### config.mk
export PLATFORM = sky130hd
export DESIGN_NAME = tri_bus_reset_clock_control
export DESIGN_NICKNAME = d
export VERILOG_FILES = /design/src/hw/tri_bus_reset_pkg.sv /design/src/hw/sync_2ff.sv /design/src/hw/tri_bus_reset_clock_control.sv
export SDC_FILE = /design/constraint.sdc
export NUM_CORES = 1
export LEC_CHECK = 0
export ABC_CLOCK_PERIOD_IN_PS = 1900
export BUFFER_PORTS_ARGS = -buffer_cell sky130_fd_sc_hd__buf_2
export CORE_MARGIN = 5
export CORE_UTILIZATION = 40
export CTS_BUF_LIST = sky130_fd_sc_hd__clkbuf_2
export DETAILED_ROUTE_END_ITERATION = 16
export PLACE_DENSITY = 0.71
export SYNTH_ARGS = -nofsm -noshare
export SYNTH_HDL_FRONTEND = slang
export SYNTH_HIERARCHICAL = 1
export SYNTH_SLANG_ARGS = --single-unit
### constraint.sdc
create_clock -name clk -period 1.9 [get_ports clk]
set_input_delay 0 -clock clk [delete_from_list [all_inputs] [get_ports clk]]
set_output_delay 0 -clock clk [all_outputs]
set_load 0.05 [all_outputs]
### src/hw/tri_bus_reset_pkg.sv
package tri_bus_reset_pkg;

    // =========================================================
    // Ports, indexed the same way in every vector
    // =========================================================
    localparam int NUM_PORTS = 3;
    localparam int PORT_PROC = 0;
    localparam int PORT_PCI_A = 1;
    localparam int PORT_PCI_B = 2;

    // Processor bus reset pin is open drain, PCI pins are tristate
    localparam logic [2:0] OPEN_DRAIN_MASK = 3'h1;

    // =========================================================
    // Synchroniser depth and input vector layout
    // =========================================================
    localparam int SYNC_STAGES = 2;
    localparam int SYNC_WIDTH = 14;
    localparam int SYNC_SENSE_LSB = 0;
    localparam int SYNC_DIR_LSB = 3;
    localparam int SYNC_RANGE_LSB = 6;
    localparam int SYNC_LOCK_LSB = 9;
    localparam int SYNC_BYPASS = 12;
    localparam int SYNC_BOARD = 13;
    // Reset pins idle high, board status idles in reset
    localparam logic [13:0] SYNC_INIT = 14'h2007;

    // =========================================================
    // Sequencer states and reset values
    // =========================================================
    typedef enum logic [1:0] {
        ST_PLL_RST = 2'h0,
        ST_LOCK_WAIT = 2'h1,
        ST_RUN = 2'h2
    } seq_state_e;

    typedef struct packed {
        seq_state_e state;
        logic [2:0] pll_range;
        logic pll_bypass;
        logic pll_reset;
        logic [2:0] bus_assert;
        logic [2:0] bus_out;
        logic [2:0] bus_oe;
        logic outputs_hiz;
        logic scan_normal;
    } seq_s;

    localparam logic [2:0] RANGE_RESET = 3'h0;
    localparam logic [2:0] BUS_OUT_RESET = 3'h7;
    localparam logic [2:0] BUS_OE_RESET = 3'h0;
    localparam logic [2:0] BUS_ASSERT_RESET = 3'h7;

endpackage

### src/hw/sync_2ff.sv
`timescale 1ns/10ps
// Flip-flop chain; also serves as reset synchroniser (d tied high)
module sync_2ff #(
    parameter int STAGES = 2,
    parameter logic INIT = 1'b0
) (
    // Clock and asynchronous clear
    input wire logic clk,
    input wire logic arst_n,
    // Data
    input wire logic d,
    output logic q
);

    logic [STAGES-1:0] chain;

    // =========================================================
    // Chain
    // =========================================================
    // Clear asserts at once, release ripples through the chain
    always_ff @(posedge clk or negedge arst_n) begin
        if (!arst_n) begin
            chain <= {STAGES{INIT}};
        end else begin
            chain <= {chain[STAGES-2:0], d};
        end
    end

    assign q = chain[STAGES-1];

endmodule

### src/hw/tri_bus_reset_clock_control.sv
`timescale 1ns/10ps
// Function
// - Power-on or board fault resets everything but the test controller reset
// - Bus reset hits own port, core only
// - Pin reset effect ignores pin direction
// - Driven pins still sensed, hold port reset
// - Only input-strapped pins propagate reset
// - Reset inputs taken asynchronously
// - PLLs reset only by power-on, board fault
// - Core, port registers and driven resets held until PLL lock or bypass
// - Board fault floats outputs, ignores inputs
// - Test reset clears scan, normal configuration
// - Processor reset driven from power-on, PCI inputs
// - First PCI reset driven from others
// - Second PCI reset driven from others
// - Driven resets released only after PLL lock, unless PLLs bypassed
// - Each port clocked through own PLL
// - PLL range from dedicated strap per port
// - Power-up option bypasses all PLLs
// - Direction strap low input, high output
// - Resets active low except board status and PLL resets
module tri_bus_reset_clock_control #(
    parameter int SYNC_STAGES = tri_bus_reset_pkg::SYNC_STAGES
) (
    // Clock and reset
    input wire logic clk,
    input wire logic arst_n,
    // Global reset pins
    input wire logic power_on_reset_n,
    input wire logic board_n_a,
    input wire logic trst_n,
    // Processor bus reset pin
    input wire logic proc_bus_reset_n_sense,
    output logic proc_bus_reset_n_drive,
    output logic proc_bus_reset_n_oe,
    // First PCI reset pin
    input wire logic pci_a_reset_n_sense,
    output logic pci_a_reset_n_drive,
    output logic pci_a_reset_n_oe,
    // Second PCI reset pin
    input wire logic pci_b_reset_n_sense,
    output logic pci_b_reset_n_drive,
    output logic pci_b_reset_n_oe,
    // Straps
    input wire logic proc_bus_reset_dir,
    input wire logic pci_a_reset_dir,
    input wire logic pci_b_reset_dir,
    input wire logic proc_bus_fast_range,
    input wire logic pci_a_66mhz_sel,
    input wire logic pci_b_66mhz_sel,
    input wire logic pll_bypass_opt,
    // PLL control, index 0 processor, 1 and 2 PCI
    input wire logic [2:0] pll_lock,
    output logic [2:0] pll_reset,
    output logic [2:0] pll_range,
    output logic pll_bypass,
    // Internal resets
    output logic proc_bus_regs_reset_n,
    output logic pci_a_regs_reset_n,
    output logic pci_b_regs_reset_n,
    output logic core_reset_n,
    // Test logic and pad control
    input wire logic tap_test_mode,
    output logic jtag_reset_n,
    output logic scan_normal,
    output logic outputs_hiz
);

    // =========================================================
    // Declarations
    // =========================================================
    tri_bus_reset_pkg::seq_s st;
    tri_bus_reset_pkg::seq_s next_st;
    logic [tri_bus_reset_pkg::SYNC_WIDTH-1:0] raw;
    logic [tri_bus_reset_pkg::SYNC_WIDTH-1:0] syn;
    logic [2:0] sense_pin;
    logic [2:0] sense;
    logic [2:0] dir;
    logic [2:0] range_s;
    logic [2:0] lock_s;
    logic bypass_s;
    logic board_s;
    logic hard_arst_n;
    logic hard_rst_n;
    logic [2:0] port_arst_n;
    logic [2:0] port_rst_n;
    logic run;

    assign sense_pin = {pci_b_reset_n_sense, pci_a_reset_n_sense,
                        proc_bus_reset_n_sense};

    // =========================================================
    // Input synchronisers
    // =========================================================
    // Pin levels, straps and locks gathered into one vector
    assign raw = {board_n_a, pll_bypass_opt, pll_lock,
                  pci_b_66mhz_sel, pci_a_66mhz_sel, proc_bus_fast_range,
                  pci_b_reset_dir, pci_a_reset_dir, proc_bus_reset_dir,
                  sense_pin};

    // Two flops per pin before the sequencer looks at it; reset logic takes the raw pins
    for (genvar i = 0; i < tri_bus_reset_pkg::SYNC_WIDTH; i++) begin : g_in
        sync_2ff #(
            .STAGES(SYNC_STAGES),
            .INIT(tri_bus_reset_pkg::SYNC_INIT[i])
        ) u_sync (
            .clk(clk),
            .arst_n(arst_n),
            .d(raw[i]),
            .q(syn[i])
        );
    end

    assign board_s = syn[tri_bus_reset_pkg::SYNC_BOARD];
    assign bypass_s = syn[tri_bus_reset_pkg::SYNC_BYPASS];
    assign dir = syn[tri_bus_reset_pkg::SYNC_DIR_LSB +: 3];
    assign range_s = syn[tri_bus_reset_pkg::SYNC_RANGE_LSB +: 3];
    assign lock_s = syn[tri_bus_reset_pkg::SYNC_LOCK_LSB +: 3];
    // Inputs ignored while the board is unhealthy
    assign sense = syn[tri_bus_reset_pkg::SYNC_SENSE_LSB +: 3]
                   | {3{board_s}};

    // =========================================================
    // Reset synchronisers
    // =========================================================
    // Power-on low or board status high: active low, high
    assign hard_arst_n = arst_n & power_on_reset_n
                         & ~board_n_a;

    // Asserts without a clock, releases on clk
    sync_2ff #(
        .STAGES(SYNC_STAGES),
        .INIT(1'b0)
    ) u_hard (
        .clk(clk),
        .arst_n(hard_arst_n),
        .d(1'b1),
        .q(hard_rst_n)
    );

    assign run = st.state == tri_bus_reset_pkg::ST_RUN;

    // Per-port register resets, pin low regardless of direction
    for (genvar p = 0; p < tri_bus_reset_pkg::NUM_PORTS; p++) begin : g_port
        assign port_arst_n[p] = hard_arst_n & sense_pin[p];
        sync_2ff #(
            .STAGES(SYNC_STAGES),
            .INIT(1'b0)
        ) u_port (
            .clk(clk),
            .arst_n(port_arst_n[p]),
            .d(run),
            .q(port_rst_n[p])
        );
    end

    assign proc_bus_regs_reset_n = port_rst_n[tri_bus_reset_pkg::PORT_PROC];
    assign pci_a_regs_reset_n = port_rst_n[tri_bus_reset_pkg::PORT_PCI_A];
    assign pci_b_regs_reset_n = port_rst_n[tri_bus_reset_pkg::PORT_PCI_B];

    // Device registers and state machines follow any pin reset
    sync_2ff #(
        .STAGES(SYNC_STAGES),
        .INIT(1'b0)
    ) u_core (
        .clk(clk),
        .arst_n(&port_arst_n),
        .d(run),
        .q(core_reset_n)
    );

    // Test controller reset, caught asynchronously
    sync_2ff #(
        .STAGES(SYNC_STAGES),
        .INIT(1'b0)
    ) u_jtag (
        .clk(clk),
        .arst_n(arst_n & trst_n),
        .d(1'b1),
        .q(jtag_reset_n)
    );

    // =========================================================
    // Sequencer next state
    // =========================================================
    always_comb begin
        next_st = st;
        unique case (st.state)
            tri_bus_reset_pkg::ST_PLL_RST: begin
                // Straps taken as power-on reset releases
                if (hard_rst_n) begin
                    next_st.pll_range = range_s;
                    next_st.pll_bypass = bypass_s;
                    next_st.pll_reset = 1'b0;
                    next_st.state = tri_bus_reset_pkg::ST_LOCK_WAIT;
                end
            end
            tri_bus_reset_pkg::ST_LOCK_WAIT: begin
                // Every PLL must lock unless bypassed
                if (&lock_s || st.pll_bypass) begin
                    next_st.state = tri_bus_reset_pkg::ST_RUN;
                end
            end
            tri_bus_reset_pkg::ST_RUN: begin
                next_st.state = tri_bus_reset_pkg::ST_RUN;
            end
            default: begin
                next_st.state = tri_bus_reset_pkg::ST_PLL_RST;
            end
        endcase
        // Only the hard reset puts the PLLs back into reset
        if (!hard_rst_n) begin
            next_st.state = tri_bus_reset_pkg::ST_PLL_RST;
            next_st.pll_reset = 1'b1;
        end

        // Reset generation toward each bus
        for (int i = 0; i < tri_bus_reset_pkg::NUM_PORTS; i++) begin
            logic prop;
            prop = 1'b0;
            for (int j = 0; j < tri_bus_reset_pkg::NUM_PORTS; j++) begin
                // Dir low is input, only inputs propagate
                if (j != i && !dir[j] && !sense[j]) begin
                    prop = 1'b1;
                end
            end
            // Power-on, then until lock or bypass, keeps driven outputs low
            next_st.bus_assert[i] = dir[i] & (!run | prop);
            if (tri_bus_reset_pkg::OPEN_DRAIN_MASK[i]) begin
                next_st.bus_out[i] = 1'b0;
                next_st.bus_oe[i] = next_st.bus_assert[i] & ~board_s;
            end else begin
                next_st.bus_out[i] = ~next_st.bus_assert[i];
                next_st.bus_oe[i] = dir[i] & ~board_s;
            end
        end
        next_st.outputs_hiz = board_s;

        // Scan in normal configuration after test reset
        next_st.scan_normal = !jtag_reset_n | ~tap_test_mode;
    end

    // =========================================================
    // Sequencer state
    // =========================================================
    always_ff @(posedge clk or negedge arst_n) begin
        if (!arst_n) begin
            st <= '{state: tri_bus_reset_pkg::ST_PLL_RST,
                    pll_range: tri_bus_reset_pkg::RANGE_RESET,
                    pll_bypass: 1'b0,
                    pll_reset: 1'b1,
                    bus_assert: tri_bus_reset_pkg::BUS_ASSERT_RESET,
                    bus_out: tri_bus_reset_pkg::BUS_OUT_RESET,
                    bus_oe: tri_bus_reset_pkg::BUS_OE_RESET,
                    outputs_hiz: 1'b1,
                    scan_normal: 1'b1};
        end else begin
            st <= next_st;
        end
    end

    // =========================================================
    // Outputs
    // =========================================================
    // One PLL per port clock, all share the sequencer
    assign pll_reset = {3{st.pll_reset}};
    assign pll_range = st.pll_range;
    assign pll_bypass = st.pll_bypass;
    assign proc_bus_reset_n_drive = st.bus_out[tri_bus_reset_pkg::PORT_PROC];
    assign proc_bus_reset_n_oe = st.bus_oe[tri_bus_reset_pkg::PORT_PROC];
    assign pci_a_reset_n_drive = st.bus_out[tri_bus_reset_pkg::PORT_PCI_A];
    assign pci_a_reset_n_oe = st.bus_oe[tri_bus_reset_pkg::PORT_PCI_A];
    assign pci_b_reset_n_drive = st.bus_out[tri_bus_reset_pkg::PORT_PCI_B];
    assign pci_b_reset_n_oe = st.bus_oe[tri_bus_reset_pkg::PORT_PCI_B];
    assign outputs_hiz = st.outputs_hiz;
    assign scan_normal = st.scan_normal;
endmodule

==> results of run 1 <==
Yosys cell counts:
cell,n,area share (%)
dfrtp_1,41,60
dfstp_2,14,22
buf_4,6,2.6
nand2_1,5,1.1
and2_1,4,1.5
mux2_2,4,2.6
ha_1,3,2.2
inv_1,3,0.66
nor2_1,3,0.66
o21ai_0,3,0.88
and2b_2,2,1.0
conb_1,2,0.44
mux2i_1,2,1.2
and4_1,1,0.51
nand3_1,1,0.29
nand4b_1,1,0.51
nor3_1,1,0.29
nor3b_1,1,0.44
o22a_1,1,0.51
o31ai_2,1,0.73
routing by layer:
metal  up-vias  routed length, um  share of wire [%]
li1        442                  -                  -
met1       452               1022                 38
met2        34               1386                 52
met3         7                217                8.1
met4         0                 55                2.1
met5         -                  0                  0
area by class of cell:
| cell class | count | area [um^2] | share of cell area, % |
|---|---|---|---|
| sequential | 55 | 1394 | 63.26 |
| inverter | 3 | 11.26 | 0.5111 |
| clock buffer | 7 | 35.03 | 1.590 |
| timing repair buffer | 63 | 437.9 | 19.88 |
| multi-input combinational | 36 | 257.7 | 11.70 |
| clock inverter | 1 | 5.005 | 0.2271 |
| tap | 50 | 62.56 | 2.839 |
what timing repair did:
item / CTS / global route
setup endpoints to repair: 0 / 0
endpoints found under the hold margin: 70 / 0
gates resized for setup: 0 / 0
hold buffers: 24 / 0
through the flow:
stage / setup slack [ns] / cells / hold WS [ns] / cell area, um^2 / power, mW
2_1_floorplan: 0.7160 / 100 / -0.2956 / 1708 / 2.080
3_3_place_gp: 0.6832 / 183 / -0.1120 / 1923 / 2.184
3_5_place_dp: 0.5925 / 183 / -0.1076 / 1923 / 2.216
4_1_cts: 0.5872 / 215 / 0.02920 / 2203 / 2.669
5_1_grt: 0.5146 / 215 / 0.01785 / 2203 / 2.781
6_report: 0.5684 / 215 / 0.06081 / 2203 / 2.639
worst reg2reg max path, stage by stage, from the launching register on:
cell and delay (ns):
dfrtp_1 0.41, inv_1 0.08, ha_1 0.21, nand2_1 0.18, mux2_2 0.37
placed cells by master, fill, tap and decap left out:
master / count
dfrtp_1: 41
nor3_1: 1
o21ai_0: 3
dlygate4sd3_1: 24
and2_1: 4
o22a_1: 1
ha_1: 3
and2b_2: 2
nor3b_1: 1
nand2_1: 5
dfstp_2: 14
nand4b_1: 1
nor2_1: 3
mux2_2: 4
conb_1: 3
buf_2: 38
clkinv_2: 1
o31ai_2: 1
and4_1: 1
clkbuf_2: 7
inv_1: 3
mux2i_1: 2
nand3_1: 1
buf_4: 1
power groups by stage:
stage	Combinational, mW	Sequential, mW	Clock [mW]
after floorplan	0.437	1.64	0
after global placement	0.727	1.46	0
after detailed placement	0.754	1.46	0
after CTS	0.792	1.44	0.433
after global routing	0.830	1.47	0.485
final	0.784	1.44	0.412
worst max path at each step:
| stage | from | to | slack (ns) | depth (start not counted) |
|---|---|---|---|---|
| after detailed placement | st[16] | pll_range[0] | 0.59 | 4 |
| after floorplan | st[16] | pll_bypass | 0.72 | 4 |
| after global routing | st[17] | pll_range[2] | 0.51 | 4 |
| final | st[16] | pll_bypass | 0.57 | 4 |
| after CTS | st[16] | pll_bypass | 0.59 | 4 |
| after global placement | st[16] | pll_range[2] | 0.68 | 4 |
state kept, by name, indices dropped and copies added (netlist names):
name                    count
st                          2
u_jtag/chain                2
pll_bypass                  1
outputs_hiz                 1
pci_b_reset_n_drive         1
proc_bus_reset_n_oe         1
pci_a_reset_n_oe            1
g_in.u_sync/chain          28
pci_b_reset_n_oe            1
scan_normal                 1
pci_a_reset_n_drive         1
u_hard/chain                2
proc_bus_reset_n_drive      1
u_core/chain                2
g_port.u_port/chain         6
pll_reset                   1
pll_range                   3
cells by family after synthesis:
kind of cell,after synthesis
muxes,6
buffers and inverters,9
adders and majority gates,3
AOI/OAI and AO/OA,5
and+or+nand+nor,19
DFF,55
other,2
==> metrics.txt, run 1 <==
met1 Use GR approximately an eighth; first-pass GRT wire length between 4000 and 5000 um; Crit path required time 2.23 ns; HPWL after DPL 1772 um; Setup Crit Path Kind register to register; gr usage total 10.83%; crit-path cells inv_1 -> ha_1 -> nand2_1 -> mux2_2; post-synthesis average cell area 17.21 um^2; CP top delay family flip-flops; Sw Pwr 950.0 uW; router iterations before antenna repair 4; clock buffer depth 2; Max IR drop VDD 0.6484 mV; Iter 0 DRT Violations 33; Yosys warnings 6; CTS buffer count 5; htree depth 2; Switching Fraction 36.00%; XOR/XNOR Fraction of Synth Area 0%; largest net degree at the start of global routing 45; number of synthesized register bits 55; ant diodes 0; Worst-path clk slew 0.23 ns; wire per inst about 12 um; antenna-violating nets left 0; met3 global-route usage ~4.8%; Slowest cell on crit path dfrtp_1; RSZ-0062 raised after global routing false; Die ar. approximately 5700 um^2; met2 GRT Util around 17%; Final Hold Fails 0; final worst path period share a little over two thirds; Post-CTS Setup Inserts 0; buffer and inverter count on the worst path 1; clock skew 0.01575 ns; Final Util 54.30%; global routing's busiest layer met2; Critical Path End Type register; # rows 23; highest clock rate 0.7510 GHz; Vias/cell 4.349; setup TNS 0 ns; logic gate share of total power slightly below 30%; root buf cell clkbuf_2; Max Slew Vio Count 0; FILL cells roughly 310; Sink Count 55; Die Span Y 75.27 um; register-to-register setup slack 0.57 ns; Buffers on Ports 38; cell-internal power about 1.7 mW; share of layout cells above drive strength 1 41.21%; multiplexer area fraction after synthesis 3.818%; CTS tree done; via count between 900 and 1,000; Seq/Total Area, Yosys 81.79%; worst r2r src st[16]; worst r2r dst pll_bypass; initial antenna violation count 0; Core Footprint 4058 um^2; Max Cap Viol 0; pwr dens 1198 nW/um^2; area share of fa/ha/maj cells after synthesis under 10%; Setup violations, final 0; Die Wd 75.27 um; Startpoint Class register; Crit Path Max Fanout 5; Initial Util 42.00%; final wirelength roughly 2700 um; drc violations 0; compound-gate portion of the synthesized area 2.129%; Clk pwr share 15.6%; Seq pwr share 54.7%; num ports 39; Syn Std Cell Area 1704 um^2; Routability Congestion slightly below 0.8; CP peak stage delay a little over 0.4 ns; leakage power 1.083 nW; GRT overflow 0; Area growth, synth to finish 29.29%; Worst-Skew Late Latency 0.41 ns; Cells after Synth 99; NumNets Final 186; minimum clock period 1.332 ns; area share of and/or/nand/nor cells after synthesis 6.314%; vias in the first global route 1,014; Distinct cells, synth 20; largest family of logic cells by synthesized area simple AND/OR/NAND/NOR gates; worst r2r path cells 4; status finished clean; HP Class input pin to asynchronous set/reset pin; WP data arrival 1.66 ns
(Power assumes the default switching activity.)
==> run 2, diff against run 1 <==
--- a/config.mk
+++ b/config.mk
@@ -5,13 +5,13 @@
 export SDC_FILE = /design/constraint.sdc
 export NUM_CORES = 1
 export LEC_CHECK = 0
-export ABC_CLOCK_PERIOD_IN_PS = 1900
+export ABC_CLOCK_PERIOD_IN_PS = 1110
 export BUFFER_PORTS_ARGS = -buffer_cell sky130_fd_sc_hd__buf_2
 export CORE_MARGIN = 5
 export CORE_UTILIZATION = 40
 export CTS_BUF_LIST = sky130_fd_sc_hd__clkbuf_2
 export DETAILED_ROUTE_END_ITERATION = 16
-export PLACE_DENSITY = 0.71
+export PLACE_DENSITY = 0.74
 export SYNTH_ARGS = -nofsm -noshare
 export SYNTH_HDL_FRONTEND = slang
 export SYNTH_HIERARCHICAL = 1
==> constraint.sdc (replaced) <==
create_clock -name clk -period 1.11 [get_ports clk]
set_input_delay 0 -clock clk [delete_from_list [all_inputs] [get_ports clk]]
set_output_delay 0 -clock clk [all_outputs]
set_load 0.05 [all_outputs]
==> metrics.txt, run 2 (synthesis results as in run 1) <==
crit-path cells buf_6; CP peak stage delay 0.63 ns (+0.22 ns); post-route cell area 2434 um^2 (+10%); Vias/cell 4.299 (-1.2%); Sink Count 55 (unchanged); leakage power 1.174 nW (+8.5%); Seq pwr share 48.3% (-6.4 points); Switching Fraction 34.72% (-1.3 points); HP Class input pin to asynchronous set/reset pin; buffer and inverter count on the worst path 1 (unchanged); Critical Path End Type output port; logic gate share of total power 38.0% (+8.3 points); CP top delay family flip-flops; Startpoint Class register; drc violations 0 (unchanged); gr usage total 11.67% (+0.84 points); Sw Pwr 1.812 mW (+91%); commonest cells after routing, fill and taps aside dfrtp_1 (40), buf_2 (25), dlygate4sd3_1 (22); Crit path required time 1.11 ns (-1.12 ns); CTS buffer count 5 (unchanged); Largest Register g_in.u_sync/chain; htree depth 2 (unchanged); most common cell after layout, fill and taps aside dfrtp_1; share of layout cells above drive strength 1 49.12% (+7.9 points); failing checks negative setup slack; Max Slew Vio Count 0 (unchanged); RSZ-0062 raised after global routing true; Routability Congestion 0.7306 (-5.5%); final worst path period share 108.2%; Die Span Y 75.27 um (unchanged); post-route insts no fill 221 (+2.8%); CTS tree done; Crit Path Max Fanout 4 (-1); Die Wd 75.27 um (unchanged); clock skew 0.01673 ns (+0.0009837 ns); Initial Util 42.00% (unchanged); placed insts 185 (+1.1%); Worst-path clk slew 0.23 ns (about the same); # rows 23 (unchanged); final wirelength 2947 um (+9.9%); Iter 0 DRT Violations 40 (+21%); wire per inst 13.33 um (+6.9%); vias in the first global route 1,009 (-0.49%); Max Cap Viol 0 (unchanged); Buffers on Ports 38 (unchanged); Least-Margin Pin Slew roughly 0.50 ns; register-to-register setup slack -0.08 ns (-0.65 ns); GRT overflow 0 (unchanged); first-pass GRT wire length 4774 um (+7.6%); num ports 39 (unchanged); fin worst setup slack -0.09127 ns (-0.6596 ns); slew margin rel. 66.50%; FILL cells 312 (-0.32%); cell-internal power 3.406 mW (+100%); Final Hold Fails 0 (unchanged); Clk pwr share 13.7% (-1.9 points); Max IR drop VDD 1.073 mV (+65%); Die ar. 5666 um^2 (unchanged); Core Footprint 4058 um^2 (unchanged); Worst-Skew Late Latency 0.40 ns (about the same); ant diodes 0 (unchanged); root buf cell clkbuf_2; Slowest cell on crit path dfstp_2; via count 950 (+1.6%); NumNets Final 192 (+3.2%); antenna-violating nets left 0 (unchanged); status finished, violations left; WP data arrival 1.20 ns (-0.46 ns); HPWL after DPL 1860 um (+5.0%); largest net degree at the start of global routing 45 (unchanged); highest clock rate 0.8325 GHz; router iterations before antenna repair 4 (unchanged); Setup Crit Path Kind register to output port; Post-DP Area 1944 um^2 (+1.1%); clock buffer depth 2 (unchanged); max FFs per register 28 (unchanged); minimum clock period approximately 1.2 ns; Area growth, synth to finish 42.80%; pwr dens 2144 nW/um^2 (+79%); Setup violations, final 14 (+14); initial antenna violation count 0 (unchanged)
run 2: cell count changes in the layout (fill, tap and decap cells not counted), moves of 4 or more:
cell	change
buf_2	-13
buf_4	+4
buf_6	+12
buf_8	+5
mux2_2	-4
mux2_4	+4
run 2: power groups by stage:
| stage | Clock (mW) | Sequential [mW] | Combinational [mW] |
|---|---|---|---|
| final | 0.714 | 2.52 | 1.98 |
| after global routing | 0.827 | 2.56 | 2.10 |
| after CTS | 0.746 | 2.51 | 1.79 |
| after detailed placement | 0 | 2.51 | 1.35 |
| after global placement | 0 | 2.49 | 1.30 |
| after floorplan | 0 | 2.82 | 0.762 |
run 2: cell type report:
type,instances,area (um^2),area share [%]
Inverter,3,11.26,0.4627
Tap cell,50,62.56,2.571
Clock buffer,8,40.04,1.645
Sequential cell,55,1395,57.33
Timing Repair Buffer,69,593.1,24.37
Multi-Input combinational cell,36,331.6,13.62
run 2: worst reg2reg max path, delay by kind of cell, from the launching register on:
family        cells  cell delay [ns]
simple gates      1             0.08
buf+inv           1             0.12
fa+ha+maj         1             0.16
mux               1             0.31
flops             1             0.45
run 2: repair_timing:
item,CTS,global route
hold buffers,23,0
hold endpoints to repair,58,0
setup endpoints to repair,17,26
buffers inserted,3,3
pin swaps,3,2
cloned,0,0
resized for setup,38,13
run 2: final timing paths:
check,end,cells after the start,start
hold reg to reg,g_in[0].u_sync/chain[1],0,g_in[0].u_sync/chain[0]
hold / removal,u_core/chain[1],3,pci_a_reset_n_sense
max in group asynchronous,u_jtag/chain[0],4,arst_n
setup / recovery,pll_reset[0],1,pll_reset[0]
min in group clk,g_in[10].u_sync/chain[0],2,pll_lock[1]
setup reg to reg,pll_range[0],4,st[17]
run 2: routing by layer:
| metal | track usage [%] | wire (um) | vias up |
|---|---|---|---|
| met1 | 14.30 | 1212 | 458 |
| met3 | 3.204 | 166 | 9 |
| met5 | 0 | 0 | - |
| li1 | - | - | 450 |
| met4 | 6.019 | 73 | 0 |
| met2 | 18.96 | 1495 | 33 |
run 2: stage by stage:
stage | setup TNS (ns) | util (%) | setup slack (ns) | hold WS [ns] | power, mW
6_report | -0.7038 | 59.98 | -0.09127 | 0.06436 | 5.218
5_1_grt | -1.702 | 59.98 | -0.1804 | 0.05537 | 5.480
4_1_cts | -0.8769 | 58.80 | -0.1220 | 0.05661 | 5.046
3_5_place_dp | -0.2978 | 47.92 | -0.07894 | -0.09716 | 3.858
3_3_place_gp | -0.05658 | 47.92 | -0.01439 | -0.1113 | 3.798
2_1_floorplan | 0 | - | 0.004463 | -0.2956 | 3.583
